<file path="src/rtl/ctpg_defs.svh">
`ifndef CTPG_DEFS_SVH
`define CTPG_DEFS_SVH

// Pixel and index widths
`define CTPG_DATA_W 16
`define CTPG_IDX_W 12
`define CTPG_SEL_W 3

// Buffer word layout: {start of frame, end of line, bypass, pixel data}
`define CTPG_WORD_W 19
`define CTPG_SOF_BIT 18
`define CTPG_EOL_BIT 17
`define CTPG_BYP_BIT 16

// Buffer depth in words
`define CTPG_FIFO_DEPTH 16

// Gradient wrap masks
`define CTPG_MASK_8 12'h0FF
`define CTPG_MASK_10 12'h3FF
`define CTPG_MASK_12 12'hFFF

// Reset values
`define CTPG_CNT_RST 12'h000
`define CTPG_IDX_RST 12'h000

`endif

</file>
<file path="src/rtl/ctpg_pkg.sv">
package ctpg_pkg;

    // Pattern selector codes
    typedef enum logic [2:0] {
        CTPG_PATTERN_SELECT_NONE = 3'h0,
        CTPG_PATTERN_SELECT_FIRST = 3'h1,
        CTPG_PATTERN_SELECT_SECOND = 3'h2,
        CTPG_PATTERN_SELECT_THIRD = 3'h3,
        CTPG_PATTERN_SELECT_FOURTH = 3'h4,
        CTPG_PATTERN_SELECT_FIFTH = 3'h5,
        CTPG_PATTERN_SELECT_SIXTH = 3'h6
    } ctpg_pattern_t;

    // Generator states
    typedef enum logic {
        CTPG_ST_IDLE = 1'b0,
        CTPG_ST_GEN = 1'b1
    } ctpg_state_t;

endpackage : ctpg_pkg

</file>
<file path="src/rtl/ctpg_fifo_if.sv">
`timescale 1ns/1ps
`default_nettype none

// Write and read sides of the pixel buffer
interface ctpg_fifo_if #(parameter int WIDTH = 19);
    logic wrValid;
    logic [WIDTH-1:0] wrData;
    logic wrReady;
    logic wrReadyNxt;
    logic rdValid;
    logic [WIDTH-1:0] rdData;
    logic rdReady;

    modport src (output wrValid, output wrData, input wrReady, input wrReadyNxt,
                 input rdValid, input rdData, output rdReady);
    modport buffer (input wrValid, input wrData, output wrReady, output wrReadyNxt,
                    output rdValid, output rdData, input rdReady);
endinterface : ctpg_fifo_if

`default_nettype wire

</file>
<file path="src/rtl/ctpg_fifo.sv">
`timescale 1ns/1ps
`default_nettype none

module ctpg_fifo #(
    parameter int WIDTH = 19,
    parameter int DEPTH = 16
) (
    input wire logic core_clk,
    input wire logic nrst,
    ctpg_fifo_if.buffer f
);
    localparam int AW = $clog2(DEPTH);

    logic [WIDTH-1:0] mem [DEPTH];
    logic [AW-1:0] wrPtr_q;
    logic [AW-1:0] rdPtr_q;
    logic [AW:0] count_q;
    logic [AW:0] count_d;
    logic push;
    logic pop;

    // Handshakes; output register refills when empty or drained
    assign push = f.wrValid && f.wrReady;
    assign pop = (count_q != '0) && (!f.rdValid || f.rdReady);
    assign count_d = count_q + (AW+1)'(push) - (AW+1)'(pop);
    assign f.wrReadyNxt = count_d < (AW+1)'(DEPTH);

    // Storage, one word per entry
    always_ff @(posedge core_clk) begin
        if (push) begin
            mem[wrPtr_q] <= f.wrData;
        end
    end

    // Pointers and fill level
    always_ff @(posedge core_clk or negedge nrst) begin
        if (!nrst) begin
            wrPtr_q <= '0;
            rdPtr_q <= '0;
            count_q <= '0;
            f.wrReady <= 1'b0;
        end else begin
            wrPtr_q <= push ? wrPtr_q + 1'b1 : wrPtr_q;
            rdPtr_q <= pop ? rdPtr_q + 1'b1 : rdPtr_q;
            count_q <= count_d;
            f.wrReady <= f.wrReadyNxt; // Registered; low in reset, otherwise equals count below depth
        end
    end

    // Registered read side
    always_ff @(posedge core_clk or negedge nrst) begin
        if (!nrst) begin
            f.rdValid <= 1'b0;
            f.rdData <= '0;
        end else if (pop) begin
            f.rdValid <= 1'b1;
            f.rdData <= mem[rdPtr_q];
        end else if (f.rdReady) begin
            f.rdValid <= 1'b0;
        end
    end
endmodule : ctpg_fifo

`default_nettype wire

</file>
<file path="src/rtl/ctpg_top.sv">
`timescale 1ns/1ps
`default_nettype none
`include "ctpg_defs.svh"

// How it works
// - Selector: off or six patterns replace pixels
// - Patterns made only by internal logic
// - Analog settings never touch pattern values
// - Patterns one,two,three,six bypass digital processing
// - Patterns four,five go through digital processing
// - Pattern one: (column+row) mod 256
// - Pattern two: column+row+counter mod 256
// - Counter steps once per acquisition start
// - Pattern three: column+row+counter mod 4096
// - Pattern four equals pattern two values
// - Pattern five equals pattern three values
// - Ten-bit variant: patterns three,five mod 1024
// - Pattern six: moving colour gradient, colour only
module ctpg_top
    import ctpg_pkg::*;
(
    input wire logic core_clk,
    input wire logic nrst,
    input wire logic [`CTPG_SEL_W-1:0] patternSel,
    input wire logic acqStart,
    input wire logic colourStrap,
    input wire logic tenBitStrap,
    input wire logic [`CTPG_IDX_W-1:0] imgWidth,
    input wire logic [`CTPG_IDX_W-1:0] imgHeight,
    input wire logic sensorValid,
    input wire logic [`CTPG_DATA_W-1:0] sensorData,
    input wire logic sensorSof,
    input wire logic sensorEol,
    output logic sensorReady,
    output logic pixValid,
    output logic [`CTPG_DATA_W-1:0] pixData,
    output logic pixSof,
    output logic pixEol,
    output logic pixBypass,
    input wire logic pixReady,
    output logic genBusy
);

    ctpg_fifo_if #(.WIDTH(`CTPG_WORD_W)) fif ();

    ctpg_state_t state_q;
    ctpg_state_t state_d;
    ctpg_pattern_t frmPat_q;
    logic [`CTPG_IDX_W-1:0] acqCount_q;
    logic [`CTPG_IDX_W-1:0] frmCnt_q;
    logic [`CTPG_IDX_W-1:0] col_q;
    logic [`CTPG_IDX_W-1:0] row_q;
    logic strapDone_q;
    logic colourVar_q;
    logic tenBitVar_q;
    logic sensorReady_q;
    logic genBusy_q;
    logic selValid;
    logic frameGo;
    logic genPush;
    logic lastCol;
    logic lastPix;
    logic [`CTPG_IDX_W-1:0] sumFix;
    logic [`CTPG_IDX_W-1:0] sumMov;
    logic [`CTPG_IDX_W-1:0] mask12;
    logic [`CTPG_DATA_W-1:0] genData;
    logic genBypass;

    // Variant straps caught once after reset release
    always_ff @(posedge core_clk or negedge nrst) begin
        if (!nrst) begin
            strapDone_q <= 1'b0;
            colourVar_q <= 1'b0;
            tenBitVar_q <= 1'b0;
        end else if (!strapDone_q) begin
            strapDone_q <= 1'b1;
            colourVar_q <= colourStrap;
            tenBitVar_q <= tenBitStrap;
        end
    end

    // Legal selection; sixth pattern exists only on colour parts
    always_comb begin
        selValid = 1'b0;
        if (patternSel >= CTPG_PATTERN_SELECT_FIRST && patternSel <= CTPG_PATTERN_SELECT_FIFTH) begin
            selValid = 1'b1;
        end else if (patternSel == CTPG_PATTERN_SELECT_SIXTH) begin
            selValid = colourVar_q;
        end
    end

    assign frameGo = acqStart && (state_q == CTPG_ST_IDLE) && selValid && strapDone_q;
    assign genPush = (state_q == CTPG_ST_GEN) && fif.wrReady;
    assign lastCol = (col_q == imgWidth - 1'b1) || (imgWidth == '0);
    assign lastPix = lastCol && ((row_q == imgHeight - 1'b1) || (imgHeight == '0));

    // Acquisition counter, one step per started acquisition
    always_ff @(posedge core_clk or negedge nrst) begin
        if (!nrst) begin
            acqCount_q <= `CTPG_CNT_RST;
        end else if (acqStart) begin
            acqCount_q <= acqCount_q + 1'b1;
        end
    end

    // Counter value frozen for the frame; a start mid-frame must not tear the image
    always_ff @(posedge core_clk or negedge nrst) begin
        if (!nrst) begin
            frmCnt_q <= `CTPG_CNT_RST;
        end else if (frameGo) begin
            frmCnt_q <= acqCount_q + 1'b1;
        end
    end

    // Frame state: one full raster per acquisition start taken while idle with a legal selection
    always_comb begin
        state_d = state_q;
        case (state_q)
            CTPG_ST_IDLE: begin
                if (frameGo) begin
                    state_d = CTPG_ST_GEN;
                end
            end
            CTPG_ST_GEN: begin
                if (genPush && lastPix) begin
                    state_d = CTPG_ST_IDLE;
                end
            end
            default: begin
                state_d = CTPG_ST_IDLE;
            end
        endcase
    end

    always_ff @(posedge core_clk or negedge nrst) begin
        if (!nrst) begin
            state_q <= CTPG_ST_IDLE;
            frmPat_q <= CTPG_PATTERN_SELECT_NONE;
        end else begin
            state_q <= state_d;
            if (frameGo) begin
                frmPat_q <= ctpg_pattern_t'(patternSel); // Held stable for the frame
            end
        end
    end

    // Raster position, counted from zero at the first pixel
    always_ff @(posedge core_clk or negedge nrst) begin
        if (!nrst) begin
            col_q <= `CTPG_IDX_RST;
            row_q <= `CTPG_IDX_RST;
        end else if (frameGo) begin
            col_q <= `CTPG_IDX_RST;
            row_q <= `CTPG_IDX_RST;
        end else if (genPush) begin
            col_q <= lastCol ? `CTPG_IDX_RST : col_q + 1'b1;
            row_q <= lastCol ? row_q + 1'b1 : row_q;
        end
    end

    // Gradient sums wrap at the index width
    assign sumFix = col_q + row_q;
    assign sumMov = col_q + row_q + frmCnt_q;
    assign mask12 = tenBitVar_q ? `CTPG_MASK_10 : `CTPG_MASK_12;

    // Pattern value from position and counter only
    always_comb begin
        genData = '0;
        genBypass = 1'b1;
        case (frmPat_q)
            CTPG_PATTERN_SELECT_FIRST: begin
                genData = {4'h0, sumFix & `CTPG_MASK_8};
            end
            CTPG_PATTERN_SELECT_SECOND: begin
                genData = {4'h0, sumMov & `CTPG_MASK_8};
            end
            CTPG_PATTERN_SELECT_THIRD: begin
                genData = {4'h0, sumMov & mask12};
            end
            CTPG_PATTERN_SELECT_FOURTH: begin
                genData = {4'h0, sumMov & `CTPG_MASK_8};
                genBypass = 1'b0;
            end
            CTPG_PATTERN_SELECT_FIFTH: begin
                genData = {4'h0, sumMov & mask12};
                genBypass = 1'b0;
            end
            CTPG_PATTERN_SELECT_SIXTH: begin
                // Chroma alternates U on even, V on odd columns; luma in low byte
                genData[7:0] = sumMov[7:0];
                genData[15:8] = col_q[0] ? (row_q[7:0] + frmCnt_q[7:0]) : (col_q[7:0] + frmCnt_q[7:0]);
            end
            default: begin
                genData = '0;
            end
        endcase
    end

    // Buffer write side: generated raster or camera pixels
    always_comb begin
        if (state_q == CTPG_ST_GEN) begin
            fif.wrValid = 1'b1;
            fif.wrData = {(col_q == '0) && (row_q == '0), lastCol, genBypass, genData};
        end else begin
            fif.wrValid = sensorValid && sensorReady_q;
            fif.wrData = {sensorSof, sensorEol, 1'b0, sensorData};
        end
    end

    // Camera pixels are refused while a pattern frame runs
    always_ff @(posedge core_clk or negedge nrst) begin
        if (!nrst) begin
            sensorReady_q <= 1'b0;
            genBusy_q <= 1'b0;
        end else begin
            sensorReady_q <= fif.wrReadyNxt && (state_d == CTPG_ST_IDLE);
            genBusy_q <= (state_d == CTPG_ST_GEN);
        end
    end

    ctpg_fifo #(.WIDTH(`CTPG_WORD_W), .DEPTH(`CTPG_FIFO_DEPTH)) u_fifo (
        .core_clk(core_clk),
        .nrst(nrst),
        .f(fif.buffer)
    );

    // Outputs straight from registers
    assign fif.rdReady = pixReady;
    assign pixValid = fif.rdValid;
    assign pixData = fif.rdData[`CTPG_DATA_W-1:0];
    assign pixSof = fif.rdData[`CTPG_SOF_BIT];
    assign pixEol = fif.rdData[`CTPG_EOL_BIT];
    assign pixBypass = fif.rdData[`CTPG_BYP_BIT];
    assign sensorReady = sensorReady_q;
    assign genBusy = genBusy_q;
endmodule : ctpg_top

`default_nettype wire

</file>
<file path="config.mk">
export PLATFORM = sky130hd
export DESIGN_NAME = ctpg_top
export DESIGN_NICKNAME = d
export VERILOG_FILES = /design/src/rtl/ctpg_pkg.sv /design/src/rtl/ctpg_fifo_if.sv /design/src/rtl/ctpg_fifo.sv /design/src/rtl/ctpg_top.sv
export VERILOG_INCLUDE_DIRS = /design/src /design/src/rtl
export SDC_FILE = /design/constraint.sdc
export NUM_CORES = 1
export LEC_CHECK = 0
export ABC_AREA = 1
export BUFFER_PORTS_ARGS = -buffer_cell sky130_fd_sc_hd__buf_4
export CAP_MARGIN = 30
export CORE_MARGIN = 2
export CORE_UTILIZATION = 55
export CTS_BUF_LIST = sky130_fd_sc_hd__clkbuf_8
export DETAILED_ROUTE_END_ITERATION = 10
export MAX_ROUTING_LAYER = met4
export PLACE_DENSITY = 0.76
export SYNTH_ARGS = -nofsm -noshare
export SYNTH_HDL_FRONTEND = slang
export SYNTH_SLANG_ARGS = --single-unit
</file>
<file path="constraint.sdc">
create_clock -name core_clk -period 3.9 [get_ports core_clk]
set_input_delay 0.585 -clock core_clk [delete_from_list [all_inputs] [get_ports core_clk]]
set_output_delay 0.585 -clock core_clk [all_outputs]
set_load 0.1 [all_outputs]
</file>
After elaboration in Yosys (flattened, before gate mapping)
Memory sizes are Yosys's and may differ from the RTL's. A register that Yosys moved wholly into a read port is not among the register bits. Index checks and enable logic that the tools add are counted.

Register bits after elaboration: 71. Bits in writable memories: 304. Input bits: 52. Output and inout bits: 22. Word-level logic and storage cells: 94. Memories kept: 1.

Add/subtract/negate cells: 13. $lt $le $gt $ge: 3. Equal/unequal tests: 9. Multiplexer cells: 21. Bitwise operators: 3. Reduce and logical (&&, ||, !) cells: 29.

Memory list: u_fifo.mem (words 16, width 19, read ports 1, clocked after Yosys merged registers in 1, wr ports 1, RTL line ctpg_fifo.sv:14) `logic [WIDTH-1:0] mem [DEPTH];`.

Operators with widths (count): two-way mux 12 bit (7); one-hot mux 16 bit (4 select lines) (1); logical NOT 12 bit (4); adder 12 x 1 -> 12 bit (second input constant) (3); adder 12 bit (2); == test 12 bit (2); subtractor 12 x 1 -> 12 bit (second input constant) (2); two-way mux 19 bit (1); adder 8 bit (2); AND 12 bit (1); == test 3 bit (second input constant) (4); logical AND 1 bit (12); two-way mux 1 bit (10); adder 4 x 1 -> 4 bit (second input constant) (2); two-way mux 8 bit (1); == test 3 x 2 -> 1 bit (second input constant) (2); nonzero test 2 bit (3); OR reduction 2 bit (3); adder 5 x 1 -> 5 bit (1); < comparator 5 bit (second input constant) (1); nonzero test 5 bit (1); subtractor 5 x 1 -> 5 bit (1); == test 3 x 1 -> 1 bit (second input constant) (1); greater-or-equal comparator 3 x 1 -> 1 bit (second input constant) (1); 6 further kinds (10).

Depth between registers and ports, before layout
Gate-level depths: netlist of run 1.

Depth after elaboration: 9. Mapped depth: 18. Gate-level depth less buffers: 18.

By module
Synthesis of run 1 repeated with hierarchy kept, for this count alone.

Cells, all modules: 2261. Area, all modules: 20131.8 µm².

By module, submodules not included: ctpg_fifo (instances 1, cells each 1403, area each 14555.2 µm², sequential area each 9979.6 µm²); ctpg_top (instances 1, cells each 858, area each 5576.6 µm², sequential area each 1401.3 µm²).

Least setup slack after synthesis of run 1
OpenSTA, ideal clock, no wires.

Path type: register to register. Start point: register row_q[0]. End point: memory u_fifo.mem[0][9], data pin. Library setup time: 320 ps. Data arrival time: 3060 ps. Data required time: 3580 ps. Path slack: 520 ps. Cell stages (with the launch flop): 19. Buffers on the path: 0. Clock period less this slack: 3380 ps. Cell sequence: dfrtp_1 -> ha_1 -> fa_1 -> nand3_1 -> nand2_1 -> a21oi_1 -> o21ai_0 -> xor2_1 -> inv_1 -> ha_1 -> a21oi_1 -> o21ai_0 -> a21oi_1 -> o21ai_0 -> or2_2 -> nand3_1 -> nand2_1 -> nand2_1 -> nand2_1.

Word-level cells in the longest chain between the ends: 5. Elaborated cells on any way between the ends: 7. Classes of those cells: add/sub (3); mux (3); bitwise (1).

RTL lines: start, declared (RTL line ctpg_top.sv:52) `` logic [`CTPG_IDX_W-1:0] row_q; ``; start signal, assigned (RTL line ctpg_top.sv:151) `` row_q <= `CTPG_IDX_RST; ``; start signal, assigned (RTL line ctpg_top.sv:154) `` row_q <= `CTPG_IDX_RST; ``; start signal, assigned (RTL line ctpg_top.sv:157) `row_q <= lastCol ? row_q + 1'b1 : row_q;`; adder 12 bit (2 in series) (RTL line ctpg_top.sv:163) `assign sumMov = col_q + row_q + frmCnt_q;`; AND 12 bit (RTL line ctpg_top.sv:178, ctpg_top.sv:185); one-hot mux 16 bit (4 select lines) * (RTL line ctpg_top.sv:170) `case (frmPat_q)`; two-way mux 19 bit * (RTL line ctpg_top.sv:201) `if (state_q == CTPG_ST_GEN) begin`; via fif.wrData[9] (RTL line ctpg_fifo_if.sv:7) `logic [WIDTH-1:0] wrData;`; end, declared (RTL line ctpg_fifo.sv:14).

Mark *: on every way through the listed nets, which the timed path passes. The rest lies on a longest branch.

Worst setup path in the final report of run 1
Start point: register col_q[0]. End point: memory u_fifo.mem[11][11], data pin.

Word-level cells in the longest chain between the ends: 5. Elaborated cells on any way between the ends: 7. Classes of those cells: add/sub (3); mux (3); bitwise (1).

RTL lines: start, declared (RTL line ctpg_top.sv:51) `` logic [`CTPG_IDX_W-1:0] col_q; ``; start signal, assigned (RTL line ctpg_top.sv:150) `` col_q <= `CTPG_IDX_RST; ``; start signal, assigned (RTL line ctpg_top.sv:153) `` col_q <= `CTPG_IDX_RST; ``; start signal, assigned (RTL line ctpg_top.sv:156) `` col_q <= lastCol ? `CTPG_IDX_RST : col_q + 1'b1; ``; adder 12 bit (2 in series) (RTL line ctpg_top.sv:163); AND 12 bit (RTL line ctpg_top.sv:178, ctpg_top.sv:185); one-hot mux 16 bit (4 select lines) * (RTL line ctpg_top.sv:170); two-way mux 19 bit * (RTL line ctpg_top.sv:201); via fif.wrData[11] (RTL line ctpg_fifo_if.sv:7).

Marks and branches as above.

==> results of run 1 <==
## flip-flops by register name, summed over array words and instances (netlist names)
signal,flops
u_fifo.count_q,5
u_fifo.f.rdValid,1
sensorReady,1
u_fifo.f.wrReady,1
u_fifo.wrPtr_q,4
acqCount_q,12
colourVar_q,1
u_fifo.rdPtr_q,4
strapDone_q,1
frmPat_q,3
u_fifo.mem,304
u_fifo.f.rdData,19
frmCnt_q,12
row_q,12
col_q,12
genBusy,1
tenBitVar_q,1
## per-layer routing
metal | vias up | track usage
met5 | - | -
met4 | 0 | 0.08984
met3 | 120 | 0.04652
met2 | 632 | 0.4638
met1 | 6686 | 0.3482
li1 | 6575 | -
## power by group
part           internal, mW  switching [mW]
Combinational          1.63            4.42
Sequential             5.74           0.415
Clock                  1.59            1.58
Total                  8.97            6.42
## stage by stage
step | area, sq um | cells | util | hold slack [ns]
finish | 21150 | 2396 | 0.6291 | 0.2246
CTS | 21090 | 2394 | 0.6274 | 0.1243
global route | 21150 | 2396 | 0.6291 | 0.2031
detailed placement | 19970 | 2284 | 0.5942 | 0.4981
floorplan | 18800 | 1806 | - | 0.2894
global placement | 19950 | 2283 | 0.5936 | 0.4921
## timing repair
item,in CTS,in global routing
hold buffers,0,1
setup endpoints to repair,0,50
gates resized for setup,0,7
hold endpoints to repair,0,14
## critical path, cell delays in order, from the launching register on
cell	delay, ns
sky130_fd_sc_hd__dfrtp_1	0.38
sky130_fd_sc_hd__ha_1	0.25
sky130_fd_sc_hd__fa_1	0.41
sky130_fd_sc_hd__nand3_1	0.11
sky130_fd_sc_hd__nand2_1	0.10
sky130_fd_sc_hd__a21oi_1	0.13
sky130_fd_sc_hd__o21ai_0	0.10
sky130_fd_sc_hd__xor2_1	0.19
sky130_fd_sc_hd__inv_1	0.06
sky130_fd_sc_hd__ha_1	0.33
sky130_fd_sc_hd__a21oi_1	0.14
sky130_fd_sc_hd__o21ai_0	0.11
sky130_fd_sc_hd__a21oi_2	0.21
sky130_fd_sc_hd__o21ai_0	0.13
sky130_fd_sc_hd__nand3b_1	0.17
sky130_fd_sc_hd__nand3_1	0.08
sky130_fd_sc_hd__nand2_1	0.05
sky130_fd_sc_hd__nand2_1	0.10
sky130_fd_sc_hd__nand2_2	0.17
## cell usage in the layout, fill, tap and decap left out, drive strengths merged, types with 29 or more instances in the layout
cell type,instances
clkinv,33
ha,50
xor2,50
a21oi,33
dfrtp,90
o221ai,57
o21ai,207
edfxtp,304
nor2,260
buf,119
clkbuf,61
nand3,105
inv,130
o22ai,29
nand2,287
## cell families (layout without fill, tap and decap cells)
kind of cell | count (synthesis) | count (layout) | share of synthesized area
AND/OR/NAND/NOR | 695 | 695 | 0.1575
other | 1 | 1 | 0.0001995
AO/OA/AOI/OAI | 381 | 381 | 0.1215
XOR/XNOR | 72 | 72 | 0.03354
buffers and inverters | 207 | 349 | 0.04313
flip-flops | 394 | 394 | 0.6054
multiplexers | 2 | 2 | 0.001198
adder cells (fa/ha/maj) | 54 | 54 | 0.03754
## worst min path at each step
stage                    end  slack [ns]  depth (start not counted)
2_1_floorplan  acqCount_q[0]        0.29                          0
3_3_place_gp     colourVar_q        0.49                          1
3_5_place_dp     colourVar_q        0.50                          1
4_1_cts          sensorReady        0.12                          1
5_1_grt          colourVar_q        0.20                          2
6_report         colourVar_q        0.22                          2
## cell type report
type                       instances  share of cell area
sequential                       394              0.5385
multi-input combinational       1205              0.3161
timing repair buffer             120             0.04485
clock buffer                      61             0.03970
tap                              448             0.02651
inverter                         119             0.02124
clock inverter                    49             0.01308
==> Implementation_results.wiki, run 1 <==
{| class="wikitable"
! Metric !! Value
|-
| Run status || completed
|-
| Max-cap check violation count || 0
|-
| Number of endpoints failing setup at the final stage || 0
|-
| CTS tree || done
|-
| Half-perimeter wire length after detailed placement || 29920 microns
|-
| Setup repair bufs after CTS || 0
|-
| Area occupied by multi-input gates || 0.006685 sq mm
|-
| Detailed-route vias per instance || 5.848
|-
| Weighted congestion reported at the end of routability-driven placement || 0.9418
|-
| Reg-to-Reg End || u_fifo.mem[11][11]
|-
| Startpoint type of the worst setup path || register
|-
| Placeable core region || 0.03362 sq mm
|-
| First-pass GRT wire length || 74130 microns
|-
| Commonest cells post-synth || sky130_fd_sc_hd__edfxtp_1 (304), sky130_fd_sc_hd__nand2_1 (278), sky130_fd_sc_hd__nor2_1 (246)
|-
| Endpoint kind of the worst setup timing path || register
|-
| Fill cell count || 2638
|-
| Worst Reg-to-Reg Cells || 18
|-
| Die H || 188.9 microns
|-
| Synthesized area divided by synthesized cell count || 10.41 sq um
|-
| Worst slack, placed || 0.1206 ns
|-
| Final Max Tran Viols || 0
|-
| Cell count after synthesis || 1806
|-
| Number of sinks handled by clock tree synthesis || 394
|-
| Fraction of final layout cells with drive strength greater than 1 || 0.1340
|-
| Hold WC Path Type || primary input to register
|-
| Met2 Routed Length || 23570 microns
|-
| Headroom to the max-slew limit || 0.4205
|-
| Number of diodes added for antenna fixing || 0
|-
| Leading register cell type out of synthesis || sky130_fd_sc_hd__edfxtp_1
|-
| Crit path time final || 3.541 ns
|-
| Nets in the synthesized netlist || 1912
|-
| Antenna violations before repair || 0
|-
| Master cell of the clock root buffer || sky130_fd_sc_hd__clkbuf_8
|-
| Required @ worst endpoint || 4.20 ns
|-
| DR WL met3 || 3631 microns
|-
| Total wirelength of the detailed-routed design || 47780 microns
|-
| Post-route DRC violation count || 0
|-
| Crit path setup slack, layout || 0.3589 ns
|-
| Pin count of the biggest net entering global routing || 79
|-
| Cell with the most instances after synthesis || sky130_fd_sc_hd__edfxtp_1
|-
| Total routing resource utilization after global routing || 0.2778
|-
| Number of antenna-violating nets in the routed design || 0
|-
| Starting Density || 0.5592
|-
| Number of buffers added by the clock tree synthesis step || 60
|-
| Die width || 188.9 microns
|-
| Number of synthesized flops with an enable pin || 304
|-
| Layout Nets || 2006
|-
| Number of port buffers || 73
|-
| Total vias in the final route || 14010
|-
| Post-synthesis async set-or-reset flop share || 0.2284
|-
| Least-Margin Pin Slew || 0.8693 ns
|-
| Htree depth || 2
|-
| Final Hold Fails || 0
|-
| Synthesis-stage register bit count || 394
|-
| Setup tns final || 0 ns
|-
| Peak VDD IR || 1.389 mV
|-
| Worst Path Max Fanout || 16
|-
| Launch point of the worst hold path || colourStrap
|-
| Synthesis-to-finish area growth || 12.49%
|-
| Top cell type by total area after synthesis || sky130_fd_sc_hd__edfxtp_1
|-
| Flip-flop and latch area || 0.01139 sq mm
|-
| Maximum frequency from static timing analysis || 282.4 MHz
|-
| Reg2reg setup slack || 0.36 ns
|-
| Number of iterations in the first detailed-routing pass || 5
|-
| Reg-to-reg critical path startpoint || col_q[0]
|-
| Yosys warnings || 0
|-
| Max Clock Skew || 0.03127 ns
|-
| Leakage component of the power || 8.287 nW
|-
| DRT iter0 DRCs || 1500
|-
| Top-area cell type share of the netlist area || 0.4856
|-
| Maximum number of buffers from clock root to sink || 3
|-
| Source-to-sink clock delay at the later pin of the worst-skew pair || 0.62 ns
|-
| Crit share post-route || 0.9080
|-
| Post-layout power || 15.38 mW
|-
| Rows || 67
|-
| Number of global-route vias before repair || 13650
|-
| Post-synthesis sequential area ratio || 0.6054
|-
| Ports || 74
|-
| Average wire per standard cell || 19.94 microns
|-
| Worst endpoint data arrival time || 3.84 ns
|-
| Cell area after synthesis || 0.01880 sq mm
|-
| Clock transition at the registers of the reported paths || 0.07 ns
|-
| Power per Cell Area || 727.4 mW/mm^2
|-
| Capturing element of the worst setup path || u_fifo.mem[11][11]
|-
| Top area cells in the synthesized netlist || sky130_fd_sc_hd__edfxtp_1 (49%), sky130_fd_sc_hd__dfrtp_1 (12%), sky130_fd_sc_hd__nand2_1 (5.6%)
|-
| Remaining Overflow, GRT || 0
|-
| Wire length on met1 || 19030 microns
|-
| WS Path Type || register to register
|-
| Top Layer Used || met4
|-
| Launch point of the critical path || col_q[0]
|-
| Die outline area || 0.03568 sq mm
|-
| Number of distinct library cells after synthesis || 53
|}
Power figures use the tool's default switching activity.
==> run 2, diff against run 1 <==
--- a/config.mk
+++ b/config.mk
@@ -9,7 +9,6 @@
 export ABC_AREA = 1
 export BUFFER_PORTS_ARGS = -buffer_cell sky130_fd_sc_hd__buf_4
 export CAP_MARGIN = 30
-export CORE_MARGIN = 2
 export CORE_UTILIZATION = 55
 export CTS_BUF_LIST = sky130_fd_sc_hd__clkbuf_8
 export DETAILED_ROUTE_END_ITERATION = 10
==> run 2 against run 1 <==
Compared with the run above: critical endpoint is now u_fifo.mem[5][9]; sequential share of layout area is 0.51 points lower; power is 3.6% higher; utilization is 0.60 points higher; via count is 1.5% higher; cell count is 0.38% higher; critical path type unchanged; clock skew is 0.0031 ns lower.
==> Implementation_results.wiki, run 2 (synthesis results as in run 1) <==
{| class="wikitable"
! Metric !! Value
|-
| Run status || completed
|-
| Worst endpoint data arrival time || 3.90 ns
|-
| Endpoint kind of the worst setup timing path || register
|-
| CTS tree || done
|-
| Final Util || 0.6351
|-
| Die width || 186.9 microns
|-
| Fill cell count || 2635
|-
| Area occupied by multi-input gates || 0.006694 sq mm
|-
| Least-Margin Pin Slew || 1.017 ns
|-
| Total routing resource utilization after global routing || 0.2946
|-
| Number of diodes added for antenna fixing || 0
|-
| Final Max Tran Viols || 0
|-
| Crit share post-route || 0.9197
|-
| CP Cell Sequence || ha_1, fa_1, nand3_1, nand2_1, a21oi_1, o21ai_0, xor2_1, inv_1, ha_1, a21oi_1, o21ai_0, a21oi_2, o21ai_0, or2_2, nand3_1, nand2_1, nand2_1, nand2_4
|-
| Antenna violations before repair || 0
|-
| Setup tns final || 0 ns
|-
| Setup repair after global routing missed its margin || no
|-
| Non-Filler Instances || 2405
|-
| Final Hold Fails || 0
|-
| Synthesis-to-finish area growth || 13.56%
|-
| Reg-to-Reg End || u_fifo.mem[5][9]
|-
| Fraction of final layout cells with drive strength greater than 1 || 0.1415
|-
| Most common library cell in the layout ignoring fill and taps || sky130_fd_sc_hd__edfxtp_1
|-
| Number of iterations in the first detailed-routing pass || 5
|-
| Rows || 67
|-
| Number of antenna-violating nets in the routed design || 0
|-
| Number of buffers added by the clock tree synthesis step || 66
|-
| Number of sinks handled by clock tree synthesis || 394
|-
| Leakage component of the power || 8.433 nW
|-
| Hold WC Path Type || primary input to async pin
|-
| Average wire per standard cell || 20.51 microns
|-
| Leading cell types in the layout, fill and taps excluded || sky130_fd_sc_hd__edfxtp_1 (304), sky130_fd_sc_hd__nand2_1 (275), sky130_fd_sc_hd__nor2_1 (230), sky130_fd_sc_hd__o21ai_0 (201), sky130_fd_sc_hd__inv_1 (132)
|-
| Detailed-route vias per instance || 5.912
|-
| Relative contribution of the clock network to total power || 0.223
|-
| Maximum number of buffers from clock root to sink || 3
|-
| Htree depth || 3
|-
| Headroom to the max-slew limit || 0.3197
|-
| Max Clock Skew || 0.02820 ns
|-
| Logic gate share of total power || 0.389
|-
| Worst Path Max Fanout || 16
|-
| Post-route DRC violation count || 0
|-
| Flip-flop and latch area || 0.01139 sq mm
|-
| Master cell of the clock root buffer || sky130_fd_sc_hd__clkbuf_8
|-
| Crit path time final || 3.587 ns
|-
| Power per Cell Area || 746.4 mW/mm^2
|-
| Switching power || 6.621 mW
|-
| Number of endpoints failing setup at the final stage || 0
|-
| P_int || 9.313 mW
|-
| Max FFs per register || 304
|-
| Worst Reg-to-Reg Cells || 18
|-
| Required @ worst endpoint || 4.21 ns
|-
| Die outline area || 0.03492 sq mm
|-
| Layout Nets || 2009
|-
| Maximum frequency from static timing analysis || 278.8 MHz
|-
| Source-to-sink clock delay at the later pin of the worst-skew pair || 0.61 ns
|-
| Slowest stage cell, crit path || sky130_fd_sc_hd__fa_1
|-
| Hold slack final || 0.02932 ns
|-
| Total vias in the final route || 14220
|-
| Starting Density || 0.5592
|-
| First-pass GRT wire length || 76890 microns
|-
| Die H || 186.9 microns
|-
| Total wirelength of the detailed-routed design || 49330 microns
|-
| Relative contribution of sequential cells to total power || 0.387
|-
| Number of hold buffers added after CTS || 0
|-
| Pin count of the biggest net entering global routing || 156
|-
| WS Path Type || register to register
|-
| Number of port buffers || 73
|-
| Reg-to-reg critical path startpoint || col_q[0]
|-
| Slowest cell delay on critical path || 0.42 ns
|-
| Biggest register || u_fifo.mem
|-
| Net Sw Frac || 0.4156
|-
| Half-perimeter wire length after detailed placement || 31620 microns
|-
| Placed cell count || 2283
|-
| Placeable core region || 0.03362 sq mm
|-
| Startpoint type of the worst setup path || register
|-
| Regs by FF count || u_fifo.mem x304, u_fifo.f.rdData x19
|-
| Reg2reg setup slack || 0.31 ns
|-
| Peak VDD IR || 1.370 mV
|-
| Ports || 74
|-
| Number of global-route vias before repair || 14080
|-
| DRT iter0 DRCs || 1393
|-
| Remaining Overflow, GRT || 0
|-
| Clock transition at the registers of the reported paths || 0.06 ns
|-
| Max-cap check violation count || 0
|-
| Weighted congestion reported at the end of routability-driven placement || 0.9339
|}
[run 2: critical path, delay by kind of cell (launching register included)]
family	cells	cell delay, ns
XOR/XNOR	1	0.19
AND/OR/NAND/NOR	7	0.83
adder cells (fa/ha/maj)	3	1.02
buffers and inverters	1	0.07
flip-flops	1	0.38
AO/OA/AOI/OAI	6	0.83
[run 2: layout make-up]
class,count,area share
Tap cell,448,0.02626
Clock inverter,44,0.01067
Clock buffer,78,0.05029
Inverter,119,0.02104
Timing Repair Buffer,117,0.04478
Multi-Input combinational cell,1205,0.3136
Sequential cell,394,0.5334
[run 2: per-stage QoR]
stage / setup WS (ns) / instance area [sq um] / power, mW
final: 0.3134 / 21350 / 15.93
after global routing: 0.03186 / 21350 / 16.75
after CTS: 0.02410 / 21330 / 15.91
after detailed placement: 0.05151 / 20030 / 12.35
after global placement: 0.1539 / 19980 / 12.08
after floorplan: 0.5196 / 18800 / 10.27
[run 2: how the worst max path moves through the flow]
stage                   from          endpoint  slack (ns)  depth (start not counted)
floorplan           row_q[0]  u_fifo.mem[0][9]        0.52                         18
global placement    col_q[0]  u_fifo.mem[7][9]        0.15                         18
detailed placement  col_q[0]  u_fifo.mem[6][9]        0.05                         18
CTS                 col_q[0]  u_fifo.mem[7][9]        0.02                         18
global route        col_q[0]  u_fifo.mem[4][9]        0.03                         18
finish              col_q[0]  u_fifo.mem[5][9]        0.31                         18
[run 2: per-layer routing]
layer / up-vias / global-route usage / share of wire
li1: 6570 / - / -
met1: 6872 / 0.3657 / 0.40
met2: 660 / 0.4910 / 0.50
met3: 117 / 0.04672 / 0.075
met4: 0 / 0.1050 / 0.030
met5: - / - / 0
[run 2: power by group through the flow]
| stage | sequential (mW) | combinational [mW] | clock (mW) |
|---|---|---|---|
| after floorplan | 6.82 | 3.45 | 0 |
| after global placement | 6.21 | 5.86 | 0 |
| after detailed placement | 6.24 | 6.11 | 0 |
| after CTS | 6.16 | 6.14 | 3.60 |
| after global routing | 6.23 | 6.73 | 3.79 |
| final | 6.17 | 6.20 | 3.56 |
[run 2: repair_timing]
| item | in CTS | in global routing |
|---|---|---|
| buffers inserted | 0 | 0 |
| setup endpoints to repair | 0 | 51 |
| gates resized for setup | 0 | 5 |
